## src/hw/gp_defines.svh

```systemverilog
// constants for the gpio port block: register byte addresses, field positions,
// reset values, sense codes and timing counts. definitions only.
`ifndef GP_DEFINES_SVH
`define GP_DEFINES_SVH

// ==========================================================
// register byte addresses
`define GP_ADDR_B_LAT   8'h00
`define GP_ADDR_B_DIR   8'h04
`define GP_ADDR_B_PIN   8'h08
`define GP_ADDR_C_LAT   8'h0C
`define GP_ADDR_C_DIR   8'h10
`define GP_ADDR_C_PIN   8'h14
`define GP_ADDR_D_LAT   8'h18
`define GP_ADDR_D_DIR   8'h1C
`define GP_ADDR_D_PIN   8'h20
`define GP_ADDR_CPUCTL  8'h24
`define GP_ADDR_IRQ_EN  8'h28
`define GP_ADDR_STATUS  8'h2C
`define GP_ADDR_CLEAR   8'h30

// ==========================================================
// widths, fields and reset values
`define GP_PORT_W       8
`define GP_PORT_C_OUTPUT_LATCH_W      7
`define GP_ZERO8        8'h00
`define GP_ZERO32       32'h0000_0000
`define GP_PIN_IRQ_A    2
`define GP_PIN_IRQ_B    3
`define GP_SENSE_A_LO   0
`define GP_SENSE_B_LO   2
`define GP_EN_A         0
`define GP_EN_B         1
`define GP_EN_WAKE      2
`define GP_EN_GLOBAL    7
`define GP_ST_FLAG_A    0
`define GP_ST_FLAG_B    1
`define GP_ST_WAKE      2

// ==========================================================
// sense codes
`define GP_SENSE_LOW    2'b00
`define GP_SENSE_ANY    2'b01
`define GP_SENSE_FALL   2'b10
`define GP_SENSE_RISE   2'b11

// ==========================================================
// timing
`define GP_CLK_PERIOD_NS 20
`define GP_WDT_PERIOD_NS 1000
`define GP_WDT_CYCLES    (`GP_WDT_PERIOD_NS / `GP_CLK_PERIOD_NS)
`define GP_TICK_W        6
`define GP_WAKE_SAMPLES  2'd2

`endif

```

## src/hw/gp_pkg.sv

```systemverilog
// types shared by the gpio port block.
// assumes gp_defines.svh sits beside it.
`include "gp_defines.svh"

package gp_pkg;

  // ==========================================================
  // trigger selection
  typedef enum logic [1:0] {
    GP_SNS_LOW  = `GP_SENSE_LOW,
    GP_SNS_ANY  = `GP_SENSE_ANY,
    GP_SNS_FALL = `GP_SENSE_FALL,
    GP_SNS_RISE = `GP_SENSE_RISE
  } gp_sense_t;

  // ==========================================================
  // state of one interrupt input
  typedef struct packed {
    logic       sync1;
    logic       sync2;
    logic       prev;
    logic       flag;
    logic [1:0] lvl_cnt;
    logic       wake;
  } gp_sns_state_t;

  // ==========================================================
  // state of the top
  typedef struct packed {
    logic [7:0]  b_lat;
    logic [7:0]  b_dir;
    logic [6:0]  c_lat;
    logic [6:0]  c_dir;
    logic [7:0]  d_lat;
    logic [7:0]  d_dir;
    logic [3:0]  sense;
    logic [7:0]  en;
    logic        wake_st;
    logic [5:0]  tick_cnt;
    logic        tick;
    logic [31:0] prdata;
    logic        pready;
    logic        pslverr;
    logic        irq;
    logic        wake;
  } gp_top_state_t;

endpackage

```

## src/hw/gp_irq_if.sv

```systemverilog
// signals between the top and one interrupt input sense unit.
// assumes one clock, pclk, on both sides.
`timescale 1ns/1ns

interface gp_irq_if;
  logic       pin;
  logic [1:0] sense;
  logic       enable;
  logic       io_run;
  logic       deep_sleep;
  logic       wdt_tick;
  logic       startup_done;
  logic       flag_clr;
  logic       flag;
  logic       level_req;
  logic       wake;

  modport ctl (output pin, sense, enable, io_run, deep_sleep, wdt_tick, startup_done, flag_clr,
               input flag, level_req, wake);
  modport sns (input pin, sense, enable, io_run, deep_sleep, wdt_tick, startup_done, flag_clr,
               output flag, level_req, wake);
endinterface

```

## src/hw/gp_top.sv

```systemverilog
// gpio ports b, c, d with two external pin interrupts, apb slave.
// assumes an apb master on pclk and pads outside resolving out/oe/in.
`timescale 1ns/1ns

// Behaviour
// interrupt fires even with pin as output
// selectable falling, rising or low-level trigger
// low level requests while pin stays low
// edge detection runs on i/o clock
// low-level detection works without i/o clock
// no edge detection in deep sleep
// two watchdog samples of level to wake
// wake on samples or level until startup
// level gone before startup: wake, no request
// outside holds level until device awake
// latch and direction bits rw, reset zero
// pin registers read-only, show pin levels
// port c bit 7 reads zero
// sense field: low, any, fall, rise
// pulses over one clock always caught
// event sets flag, service or one clears
// request needs own and global enable
// synchronise interrupt pins before edge detection
// direction one drives pin from latch
module gp_top (
  // clock and reset
  input  wire logic        pclk,
  input  wire logic        presetn,
  // apb slave
  input  wire logic        psel,
  input  wire logic        penable,
  input  wire logic        pwrite,
  input  wire logic [7:0]  paddr,
  input  wire logic [31:0] pwdata,
  output logic      [31:0] prdata,
  output logic             pready,
  output logic             pslverr,
  // port b pins
  input  wire logic [7:0]  port_b_pin_in,
  output logic      [7:0]  port_b_pin_out,
  output logic      [7:0]  port_b_pin_oe,
  // port c pins
  input  wire logic [6:0]  port_c_pin_in,
  output logic      [6:0]  port_c_pin_out,
  output logic      [6:0]  port_c_pin_oe,
  // port d pins
  input  wire logic [7:0]  port_d_pin_in,
  output logic      [7:0]  port_d_pin_out,
  output logic      [7:0]  port_d_pin_oe,
  // power state
  input  wire logic        io_clk_run,
  input  wire logic        deep_sleep,
  input  wire logic        startup_done,
  // interrupt service
  input  wire logic [1:0]  irq_ack,
  output logic             irq,
  output logic             wake
);
  import gp_pkg::*;

  // ==========================================================
  // state
  gp_top_state_t s_r;
  gp_top_state_t s_nxt;

  gp_irq_if irq_a_if ();
  gp_irq_if irq_b_if ();

  // ==========================================================
  // bus decode
  logic       acc;
  logic       wr_go;
  logic       rd_go;
  logic       mapped;
  logic [7:0] wbyte;
  logic [2:0] clr_bits;

  assign acc   = psel & penable & ~s_r.pready;
  assign wr_go = psel & penable & s_r.pready & pwrite & ~s_r.pslverr;
  assign rd_go = acc & ~pwrite;
  assign wbyte = pwdata[7:0];
  assign clr_bits = (wr_go && paddr == `GP_ADDR_CLEAR) ? wbyte[2:0] : 3'b000;

  always_comb begin
    case (paddr)
      `GP_ADDR_B_LAT,
      `GP_ADDR_B_DIR,
      `GP_ADDR_B_PIN,
      `GP_ADDR_C_LAT,
      `GP_ADDR_C_DIR,
      `GP_ADDR_C_PIN,
      `GP_ADDR_D_LAT,
      `GP_ADDR_D_DIR,
      `GP_ADDR_D_PIN,
      `GP_ADDR_CPUCTL,
      `GP_ADDR_IRQ_EN,
      `GP_ADDR_STATUS,
      `GP_ADDR_CLEAR: mapped = 1'b1;
      default:        mapped = 1'b0;
    endcase
  end

  // ==========================================================
  // read mux
  logic [7:0] status;
  logic [7:0] rbyte;

  always_comb begin
    status = `GP_ZERO8;
    status[`GP_ST_FLAG_A] = irq_a_if.flag;
    status[`GP_ST_FLAG_B] = irq_b_if.flag;
    status[`GP_ST_WAKE]   = s_r.wake_st;
  end

  always_comb begin
    rbyte = `GP_ZERO8;
    case (paddr)
      `GP_ADDR_B_LAT:  rbyte = s_r.b_lat;
      `GP_ADDR_B_DIR:  rbyte = s_r.b_dir;
      `GP_ADDR_B_PIN:  rbyte = port_b_pin_in;
      `GP_ADDR_C_LAT:  rbyte = {1'b0, s_r.c_lat};
      `GP_ADDR_C_DIR:  rbyte = {1'b0, s_r.c_dir};
      `GP_ADDR_C_PIN:  rbyte = {1'b0, port_c_pin_in};
      `GP_ADDR_D_LAT:  rbyte = s_r.d_lat;
      `GP_ADDR_D_DIR:  rbyte = s_r.d_dir;
      `GP_ADDR_D_PIN:  rbyte = port_d_pin_in;
      `GP_ADDR_CPUCTL: rbyte = {4'h0, s_r.sense};
      `GP_ADDR_IRQ_EN: rbyte = s_r.en;
      `GP_ADDR_STATUS: rbyte = status;
      default:         rbyte = `GP_ZERO8;
    endcase
  end

  // ==========================================================
  // next state
  always_comb begin
    s_nxt = s_r;

    // bus answer: one wait cycle, data and error captured with pready
    s_nxt.pready  = acc;
    s_nxt.pslverr = acc & ~mapped;
    if (rd_go && mapped) begin
      s_nxt.prdata = {24'h00_0000, rbyte};
    end else if (acc) begin
      s_nxt.prdata = `GP_ZERO32;
    end

    // register writes land on the completing edge; pin registers ignore them
    if (wr_go) begin
      case (paddr)
        `GP_ADDR_B_LAT:  s_nxt.b_lat = wbyte;
        `GP_ADDR_B_DIR:  s_nxt.b_dir = wbyte;
        `GP_ADDR_C_LAT:  s_nxt.c_lat = wbyte[6:0];
        `GP_ADDR_C_DIR:  s_nxt.c_dir = wbyte[6:0];
        `GP_ADDR_D_LAT:  s_nxt.d_lat = wbyte;
        `GP_ADDR_D_DIR:  s_nxt.d_dir = wbyte;
        `GP_ADDR_CPUCTL: s_nxt.sense = wbyte[3:0];
        `GP_ADDR_IRQ_EN: s_nxt.en    = wbyte;
        default:         s_nxt.en    = s_r.en;
      endcase
    end

    // watchdog strobe divider, one strobe per nominal watchdog period
    if (s_r.tick_cnt == 6'(`GP_WDT_CYCLES - 1)) begin
      s_nxt.tick_cnt = 6'd0;
      s_nxt.tick     = 1'b1;
    end else begin
      s_nxt.tick_cnt = s_r.tick_cnt + 6'd1;
      s_nxt.tick     = 1'b0;
    end

    // sticky wake event: a new wake beats a clear in the same cycle
    s_nxt.wake_st = (s_r.wake_st & ~clr_bits[`GP_ST_WAKE]) |
                    irq_a_if.wake | irq_b_if.wake;
    s_nxt.wake    = irq_a_if.wake | irq_b_if.wake;

    // one request line, gated by each enable and the global enable
    s_nxt.irq = s_r.en[`GP_EN_GLOBAL] &
                (|(status[2:0] & s_r.en[2:0]) |
                 irq_a_if.level_req | irq_b_if.level_req);
  end

  // ==========================================================
  // state register
  always_ff @(posedge pclk or negedge presetn) begin
    if (!presetn) begin
      s_r <= '0;
    end else begin
      s_r <= s_nxt;
    end
  end

  // ==========================================================
  // interrupt inputs
  // the sense units watch the pad level, not the latch, so an output pin
  // still raises its interrupt and software can trigger one itself
  assign irq_a_if.pin          = port_d_pin_in[`GP_PIN_IRQ_A];
  assign irq_a_if.sense        = s_r.sense[`GP_SENSE_A_LO +: 2];
  assign irq_a_if.enable       = s_r.en[`GP_EN_A];
  assign irq_a_if.io_run       = io_clk_run & ~deep_sleep;
  assign irq_a_if.deep_sleep   = deep_sleep;
  assign irq_a_if.wdt_tick     = s_r.tick;
  assign irq_a_if.startup_done = startup_done;
  assign irq_a_if.flag_clr     = clr_bits[`GP_ST_FLAG_A] | irq_ack[0];

  assign irq_b_if.pin          = port_d_pin_in[`GP_PIN_IRQ_B];
  assign irq_b_if.sense        = s_r.sense[`GP_SENSE_B_LO +: 2];
  assign irq_b_if.enable       = s_r.en[`GP_EN_B];
  assign irq_b_if.io_run       = io_clk_run & ~deep_sleep;
  assign irq_b_if.deep_sleep   = deep_sleep;
  assign irq_b_if.wdt_tick     = s_r.tick;
  assign irq_b_if.startup_done = startup_done;
  assign irq_b_if.flag_clr     = clr_bits[`GP_ST_FLAG_B] | irq_ack[1];

  gp_irq_sense u_sense_a (
    .pclk    (pclk),
    .presetn (presetn),
    .irq     (irq_a_if)
  );

  gp_irq_sense u_sense_b (
    .pclk    (pclk),
    .presetn (presetn),
    .irq     (irq_b_if)
  );

  // ==========================================================
  // outputs, all straight from flops
  assign prdata         = s_r.prdata;
  assign pready         = s_r.pready;
  assign pslverr        = s_r.pslverr;
  assign port_b_pin_out = s_r.b_lat;
  assign port_b_pin_oe  = s_r.b_dir;
  assign port_c_pin_out = s_r.c_lat;
  assign port_c_pin_oe  = s_r.c_dir;
  assign port_d_pin_out = s_r.d_lat;
  assign port_d_pin_oe  = s_r.d_dir;
  assign irq            = s_r.irq;
  assign wake           = s_r.wake;

endmodule // gp_top

```

## src/hw/gp_irq_sense.sv

```systemverilog
// one external interrupt input: synchroniser, edge/level sense, flag, wake.
// assumes pin is the pad level and wdt_tick a one-cycle watchdog strobe.
`timescale 1ns/1ns

module gp_irq_sense (
  // clock and reset
  input wire logic pclk,
  input wire logic presetn,
  // control side
  gp_irq_if.sns    irq
);
  import gp_pkg::*;

  gp_sns_state_t s_r;
  gp_sns_state_t s_nxt;

  // ==========================================================
  // next state
  always_comb begin
    logic rise;
    logic fall;
    logic hit;
    logic lvl_mode;
    rise     = 1'b0;
    fall     = 1'b0;
    hit      = 1'b0;
    lvl_mode = (gp_sense_t'(irq.sense) == GP_SNS_LOW);
    s_nxt = s_r;
    s_nxt.sync1 = irq.pin;
    s_nxt.sync2 = s_r.sync1;
    s_nxt.prev  = s_r.sync2;
    rise = s_r.sync2 & ~s_r.prev;
    fall = ~s_r.sync2 & s_r.prev;
    case (gp_sense_t'(irq.sense))
      GP_SNS_ANY:  hit = rise | fall;
      GP_SNS_FALL: hit = fall;
      GP_SNS_RISE: hit = rise;
      default:     hit = 1'b0;
    endcase
    // edges only count while the i/o clock runs
    hit = hit & irq.io_run;
    if (lvl_mode) begin
      s_nxt.flag = 1'b0;
    end else begin
      s_nxt.flag = (s_r.flag & ~irq.flag_clr) | hit;
    end
    // low level sampled on watchdog strobes, no i/o clock needed
    s_nxt.wake = 1'b0;
    if (irq.deep_sleep && irq.enable && lvl_mode) begin
      if (irq.wdt_tick) begin
        if (!s_r.sync2) begin
          if (s_r.lvl_cnt != `GP_WAKE_SAMPLES) begin
            s_nxt.lvl_cnt = s_r.lvl_cnt + 2'd1;
          end
        end else begin
          s_nxt.lvl_cnt = 2'd0;
        end
      end
      s_nxt.wake = (s_r.lvl_cnt == `GP_WAKE_SAMPLES) |
                   ((s_r.lvl_cnt != 2'd0) & irq.startup_done & ~s_r.sync2);
    end else begin
      s_nxt.lvl_cnt = 2'd0;
    end
  end

  // ==========================================================
  // state register
  always_ff @(posedge pclk or negedge presetn) begin
    if (!presetn) begin
      s_r <= '0;
    end else begin
      s_r <= s_nxt;
    end
  end

  assign irq.flag = s_r.flag;
  // request only once awake: a level gone by then gives a wake but no request
  assign irq.level_req = irq.enable & (gp_sense_t'(irq.sense) == GP_SNS_LOW) & ~s_r.sync2
                         & ~irq.deep_sleep;
  assign irq.wake = s_r.wake;

endmodule // gp_irq_sense

```

## config.mk

```make
export PLATFORM = sky130hd
export DESIGN_NAME = gp_top
export DESIGN_NICKNAME = d
export VERILOG_FILES = /design/src/hw/gp_pkg.sv /design/src/hw/gp_irq_if.sv /design/src/hw/gp_top.sv /design/src/hw/gp_irq_sense.sv
export VERILOG_INCLUDE_DIRS = /design/src /design/src/hw
export SDC_FILE = /design/constraint.sdc
export NUM_CORES = 1
export LEC_CHECK = 0
export BUFFER_PORTS_ARGS = -buffer_cell sky130_fd_sc_hd__buf_2
export CAP_MARGIN = 0
export CELL_PAD_IN_SITES_DETAIL_PLACEMENT = 1
export CELL_PAD_IN_SITES_GLOBAL_PLACEMENT = 1
export CORE_ASPECT_RATIO = 1.4
export CORE_MARGIN = 2
export CORE_UTILIZATION = 40
export DETAILED_ROUTE_END_ITERATION = 6
export PLACE_DENSITY = 0.89
export SLEW_MARGIN = 20
export SYNTH_ARGS = -nofsm -noshare
export SYNTH_HDL_FRONTEND = slang
export SYNTH_HIERARCHICAL = 1
export SYNTH_SLANG_ARGS = --single-unit
```

## constraint.sdc

```tcl
create_clock -name pclk -period 2.47 [get_ports pclk]
set_clock_uncertainty 0.05 [all_clocks]
set_input_delay 0.3705 -clock pclk [delete_from_list [all_inputs] [get_ports pclk]]
set_output_delay 0.3705 -clock pclk [all_outputs]
set_load 0.005 [all_outputs]
```

* After elaboration in Yosys (flattened, before gate mapping)
Memories as Yosys holds them, arrays and structs flattened.
Index checks and enable logic that the tools add are counted.
** Storage, ports and cells
- Memories :: 1
- Input port bits :: 73
- ROM bits :: 64
- Flip-flop bits (word level) :: 116
** Memory list
- (no name shown) :: depth 64, width 1, read ports 1, clocked after memory_dff 0, write ports 0, line gp_top.sv:85 : case (paddr)
** Operators by class
- Equality and inequality tests :: 27
- Multiplexer cells :: 20
- Reduce and logical (&&, ||, !) cells :: 24
- Bitwise operators :: 54
- $add $sub $neg :: 3
** Operator list (number)
- $pmux W8 S12 :: 1
- $mux W32 :: 2
- $eq A8 B6 Y1 const B :: 5
- $eq A8 B5 Y1 const B :: 4
- $and A1 B1 Y1 :: 28
- $reduce_and A2 Y1 :: 10
- $eq A8 B4 Y1 const B :: 2
- $mux W2 :: 8
- $or A1 B1 Y1 :: 13
- $eq A2 B2 Y1 const B :: 6
- $not A1 Y1 :: 12
- $eq A8 B3 Y1 const B :: 1
- $logic_not A8 Y1 :: 1
- $ne A2 B2 Y1 const B :: 4
- $mux W7 :: 1
- $add A6 B1 Y6 const B :: 1
- $eq A6 B6 Y1 const B :: 1
- $logic_and A1 B1 Y1 :: 6
- $logic_not A2 Y1 :: 3
- $ne A3 B2 Y1 const B :: 2
- $pmux W1 S3 :: 2
- $reduce_bool A2 Y1 :: 3
- $mux W1 :: 5
- $add A2 B1 Y2 const B :: 2
- other kinds (4) :: 5

* Longest topological paths before layout
- Depth in word-level cells :: 11
- Depth in mapped cells :: 7

* Cells and area by module
The synthesis kept the hierarchy.
** By module, submodules not included
- gp_top :: cells each 406, area an instance 4571.9 um^2, sequential area each 1951.9 um^2, times used 1
- gp_irq_sense at u_sense_a :: cells each 38, area an instance 365.4 um^2, sequential area each 175.2 um^2, times used 1
- gp_irq_sense at u_sense_b :: cells each 37, area an instance 355.3 um^2, sequential area each 175.2 um^2, times used 1

* Least setup slack after synthesis
OpenSTA, ideal clock, no wires.
- Path kind :: in2reg
- From :: in paddr[1]
- To :: reg u_sense_b.s_r (netlist bit u_sense_b/irq.flag)
- Slack :: 0.514 ns
- Cell stages on the path :: 7
- Required time :: 2.292 ns
- Buffers on the path :: 1
- Setup time :: 0.128 ns
- Arrival time :: 1.779 ns
- Path through :: buf_2 nor4_4 nor4b_1 a21o_1 nor2b_1 a21oi_1 o22ai_1
** RTL lines
- start: declaration :: line gp_top.sv:33 : input wire logic [7:0] paddr,
- end signal: assignment :: line gp_irq_sense.sv:72 : s_r <= s_nxt;
- end: declaration :: line gp_irq_sense.sv:14 : gp_sns_state_t s_r;

==> flow_metrics.py <==
metrics = {
    "logic_synthesis": {
        "synth_area_leader_cell": "dfrtp_1",
        "syn_avg_cell_area_um2": 11.00,
        "synth_seq_cells": 92,
        "netlist_area_um2": 5293,
        "async_flop_share_pct": 100.0,
        "yosysSeqAreaShare_pct": 43.50,
        "synth.distinct_cells": 55,
        "yosysWarnings": 6,
        "synth-edff-count": 0,
        "synth_top_area_share_pct": 43.50,
        "synthCells": 481,
        "synthFlopType": "dfrtp_1",
        "synth.top_cells.by_area": "dfrtp_1 (43%), mux2_2 (14%), buf_4 (11%), mux2i_1 (2.5%), ha_1 (2.4%)",
    },
    "sta": {
        "final.min_clock_period_ps": 2146,
        "rsz0062_at_grt": "false",
        "worst_slew_pin_slew_ps": 594.3,
        "fin_setup_tns_ps": 0,
        "min_period_over_period_pct": 86.89,
        "max_clock_freq_mhz": 466.0,
        "slew_violations": 0,
        "setup_viol": 0,
        "hold_viol": 0,
        "relSlewSlack_pct": 60.30,
    },
    "worst_setup_path": {
        "cp.required_ps": 2640,
        "critPathKind": "reg -> reg",
        "cp.buffers_inverters": 1,
        "start_kind": "flop",
        "crit_fanout": 4,
        "crit_slowest_cell": "or3_1",
        "crit_chain": "or3_1 > nor4b_1 > buf_4 > a21o_1 > nor2b_1 > a21oi_1 > o22ai_1",
        "critical_path.top_delay_family": "simple AND/OR/NAND/NOR gates",
        "worst_ep_arrival_time_ps": 2310,
        "slowest_delay_ps": 540,
        "cp-end-kind": "flop",
    },
    "pwr": {
        "peakVddDrop_uv": 384.9,
        "total_power_mw": 3.151,
        "p_leak_nw": 3.006,
        "power_density_nw_per_um2": 533.9,
    },
    "detailed_routing": {
        "wl_per_cell_um": 22.53,
        "drc": 0,
        "drtPass1Iterations": 4,
        "via_count": 3958,
        "drt_wl_total_mm": 15.93,
        "drtIter0Drc": 207,
        "ant_nets": 0,
        "via_per_inst": 5.598,
    },
    "cells_and_area": {
        "fill_cells": 1459,
        "fin_cells": 707,
        "final_nets": 632,
        "antenna_cells": 0,
        "drive_gt1_share_pct": 40.79,
        "layout_common_cells": "buf_2 (105), dfrtp_1 (92), mux2_2 (64)",
        "syn_to_final_growth_pct": 11.51,
        "layout_commonest_cell": "buf_2",
    },
    "global_route": {
        "track_usage_pct": 23.32,
        "grt_overflow": 0,
        "antenna_found_initial": 0,
        "grt_pass1_vias": 4362,
        "grt_max_degree": 56,
        "grt_first_pass_wirelength_mm": 25.03,
    },
    "clock_network": {
        "clkLatencyLatePin_ps": 340,
        "cts_resized": 0,
        "cts_setup_buffers": 0,
        "cts_buffer_depth": 2,
        "cts_tree": "yes",
        "cts_hold_buf": 1,
        "root_buffer": "clkbuf_16",
        "clkSlewWorstSetupHoldPaths_ps": 60,
        "cts_num_sinks": 92,
        "cts_max_level": 3,
        "cts_inserted_buffers": 9,
    },
    "placed_design": {
        "place.gp.congestion": 0.9479,
        "dp_hpwl_mm": 12.05,
        "port_buffers": 106,
        "placed_cells": 690,
    },
    "hold_path": {
        "hold_class": "in -> reg",
    },
    "die": {
        "ios": 155,
        "std_cell_rows": 49,
        "core_area_um2": 12870,
        "die_h_um": 140.1,
        "start_util_pct": 41.11,
        "fp.dieW_um": 101.2,
        "die-area_um2": 14180,
    },
    "run_status": {
        "status": "completed",
    },
    "run": {
        "maxCapViolCount": 0,
    },
}
-- worst reg2reg max path: cells and delay by family, from the launching register on --
kind / cells / cell delay, ps
compound gates: 3 / 380
simple gates: 3 / 1010
flops: 1 / 380
buf+inv: 1 / 210
-- per-layer routing --
metal / vias up / routed length (um) / track usage, %
li1: 1743 / - / -
met1: 2056 / 6102 / 26.89
met2: 125 / 8589 / 41.37
met3: 34 / 690 / 4.541
met4: 0 / 548 / 9.886
met5: - / 0 / 0
-- cell type report --
type | instances | area, um2 | area share [%]
clock buffers | 10 | 229.0 | 3.880
clock inverters | 6 | 55.05 | 0.9328
inverters | 15 | 56.30 | 0.9540
multi-input cells | 303 | 2355 | 39.90
flip-flops and latches | 92 | 2302 | 39.01
well taps | 153 | 191.4 | 3.244
repair buffers | 128 | 713.2 | 12.08
-- state kept, by name (all words and copies together), names as in the netlist, 2 cells and up --
signal	count
port_d_pin_oe	8
irq_a_if.sense	2
u_sense_a/s_r	3
port_c_pin_oe	7
irq_b_if.sense	2
port_b_pin_out	8
port_d_pin_out	8
u_sense_b/s_r	3
port_b_pin_oe	8
port_c_pin_out	7
s_r	13
u_sense_a/s_nxt	2
prdata	8
u_sense_b/s_nxt	2
-- path summary, 6_finish.rpt --
check | from | to | depth (start not counted) | slack [ps]
hold / removal | port_d_pin_in[3] | u_sense_b/s_nxt[5] | 1 | 120
max in group asynchronous | presetn | irq_a_if.sense[1] | 3 | 1170
min in group asynchronous | presetn | port_d_pin_oe[2] | 2 | 500
setup / recovery | pslverr | u_sense_a/irq.flag | 7 | 320
setup reg to reg | pslverr | u_sense_a/irq.flag | 7 | 320
hold reg to reg | u_sense_b/s_nxt[5] | u_sense_b/s_nxt[4] | 0 | 300
-- stage by stage --
stage	instance area, um2	util [%]	worst slack, ps	hold WS (ps)
after global routing	5902	45.84	250.0	105.0
after global placement	5608	43.56	288.8	282.8
after CTS	5902	45.84	366.7	108.5
after floorplan	5379	-	513.6	24.91
after detailed placement	5608	43.56	295.1	286.3
final	5902	45.84	323.8	116.3
-- report_power, final --
part	internal (mW)	leakage (nW)	switching, mW
sequential	1.52	1.26	0.00907
clock	0.776	0.146	0.591
combinational	0.0899	1.60	0.168
total	2.38	3.01	0.769
-- cell families (layout without fill, tap and decap cells) --
family | Yosys count | in the layout | synth area share, %
mux | 83 | 83 | 18.42
buf+inv | 109 | 159 | 13.64
other cells | 1 | 24 | 0.07085
flops | 92 | 92 | 43.50
fa+ha+maj | 10 | 10 | 2.364
simple gates | 112 | 112 | 12.96
compound gates | 71 | 71 | 8.558
xor+xnor | 3 | 3 | 0.4965
-- synth_stat cells (3+ instances only) --
master,count
mux2i_1,13
buf_2,7
a211oi_1,3
nand3_1,17
a22oi_1,5
nor3_1,7
nor4_1,3
buf_4,81
a21oi_1,17
ha_1,10
clkbuf_1,5
nand2_1,29
dfrtp_1,92
mux2_2,64
a21o_1,4
inv_1,15
a32oi_1,5
nor2b_1,8
nand3b_1,5
mux4_2,5
a31oi_1,5
nor2_1,18
o21ai_0,17
o31ai_1,4
No activity file was read; power rests on OpenSTA's default activity.
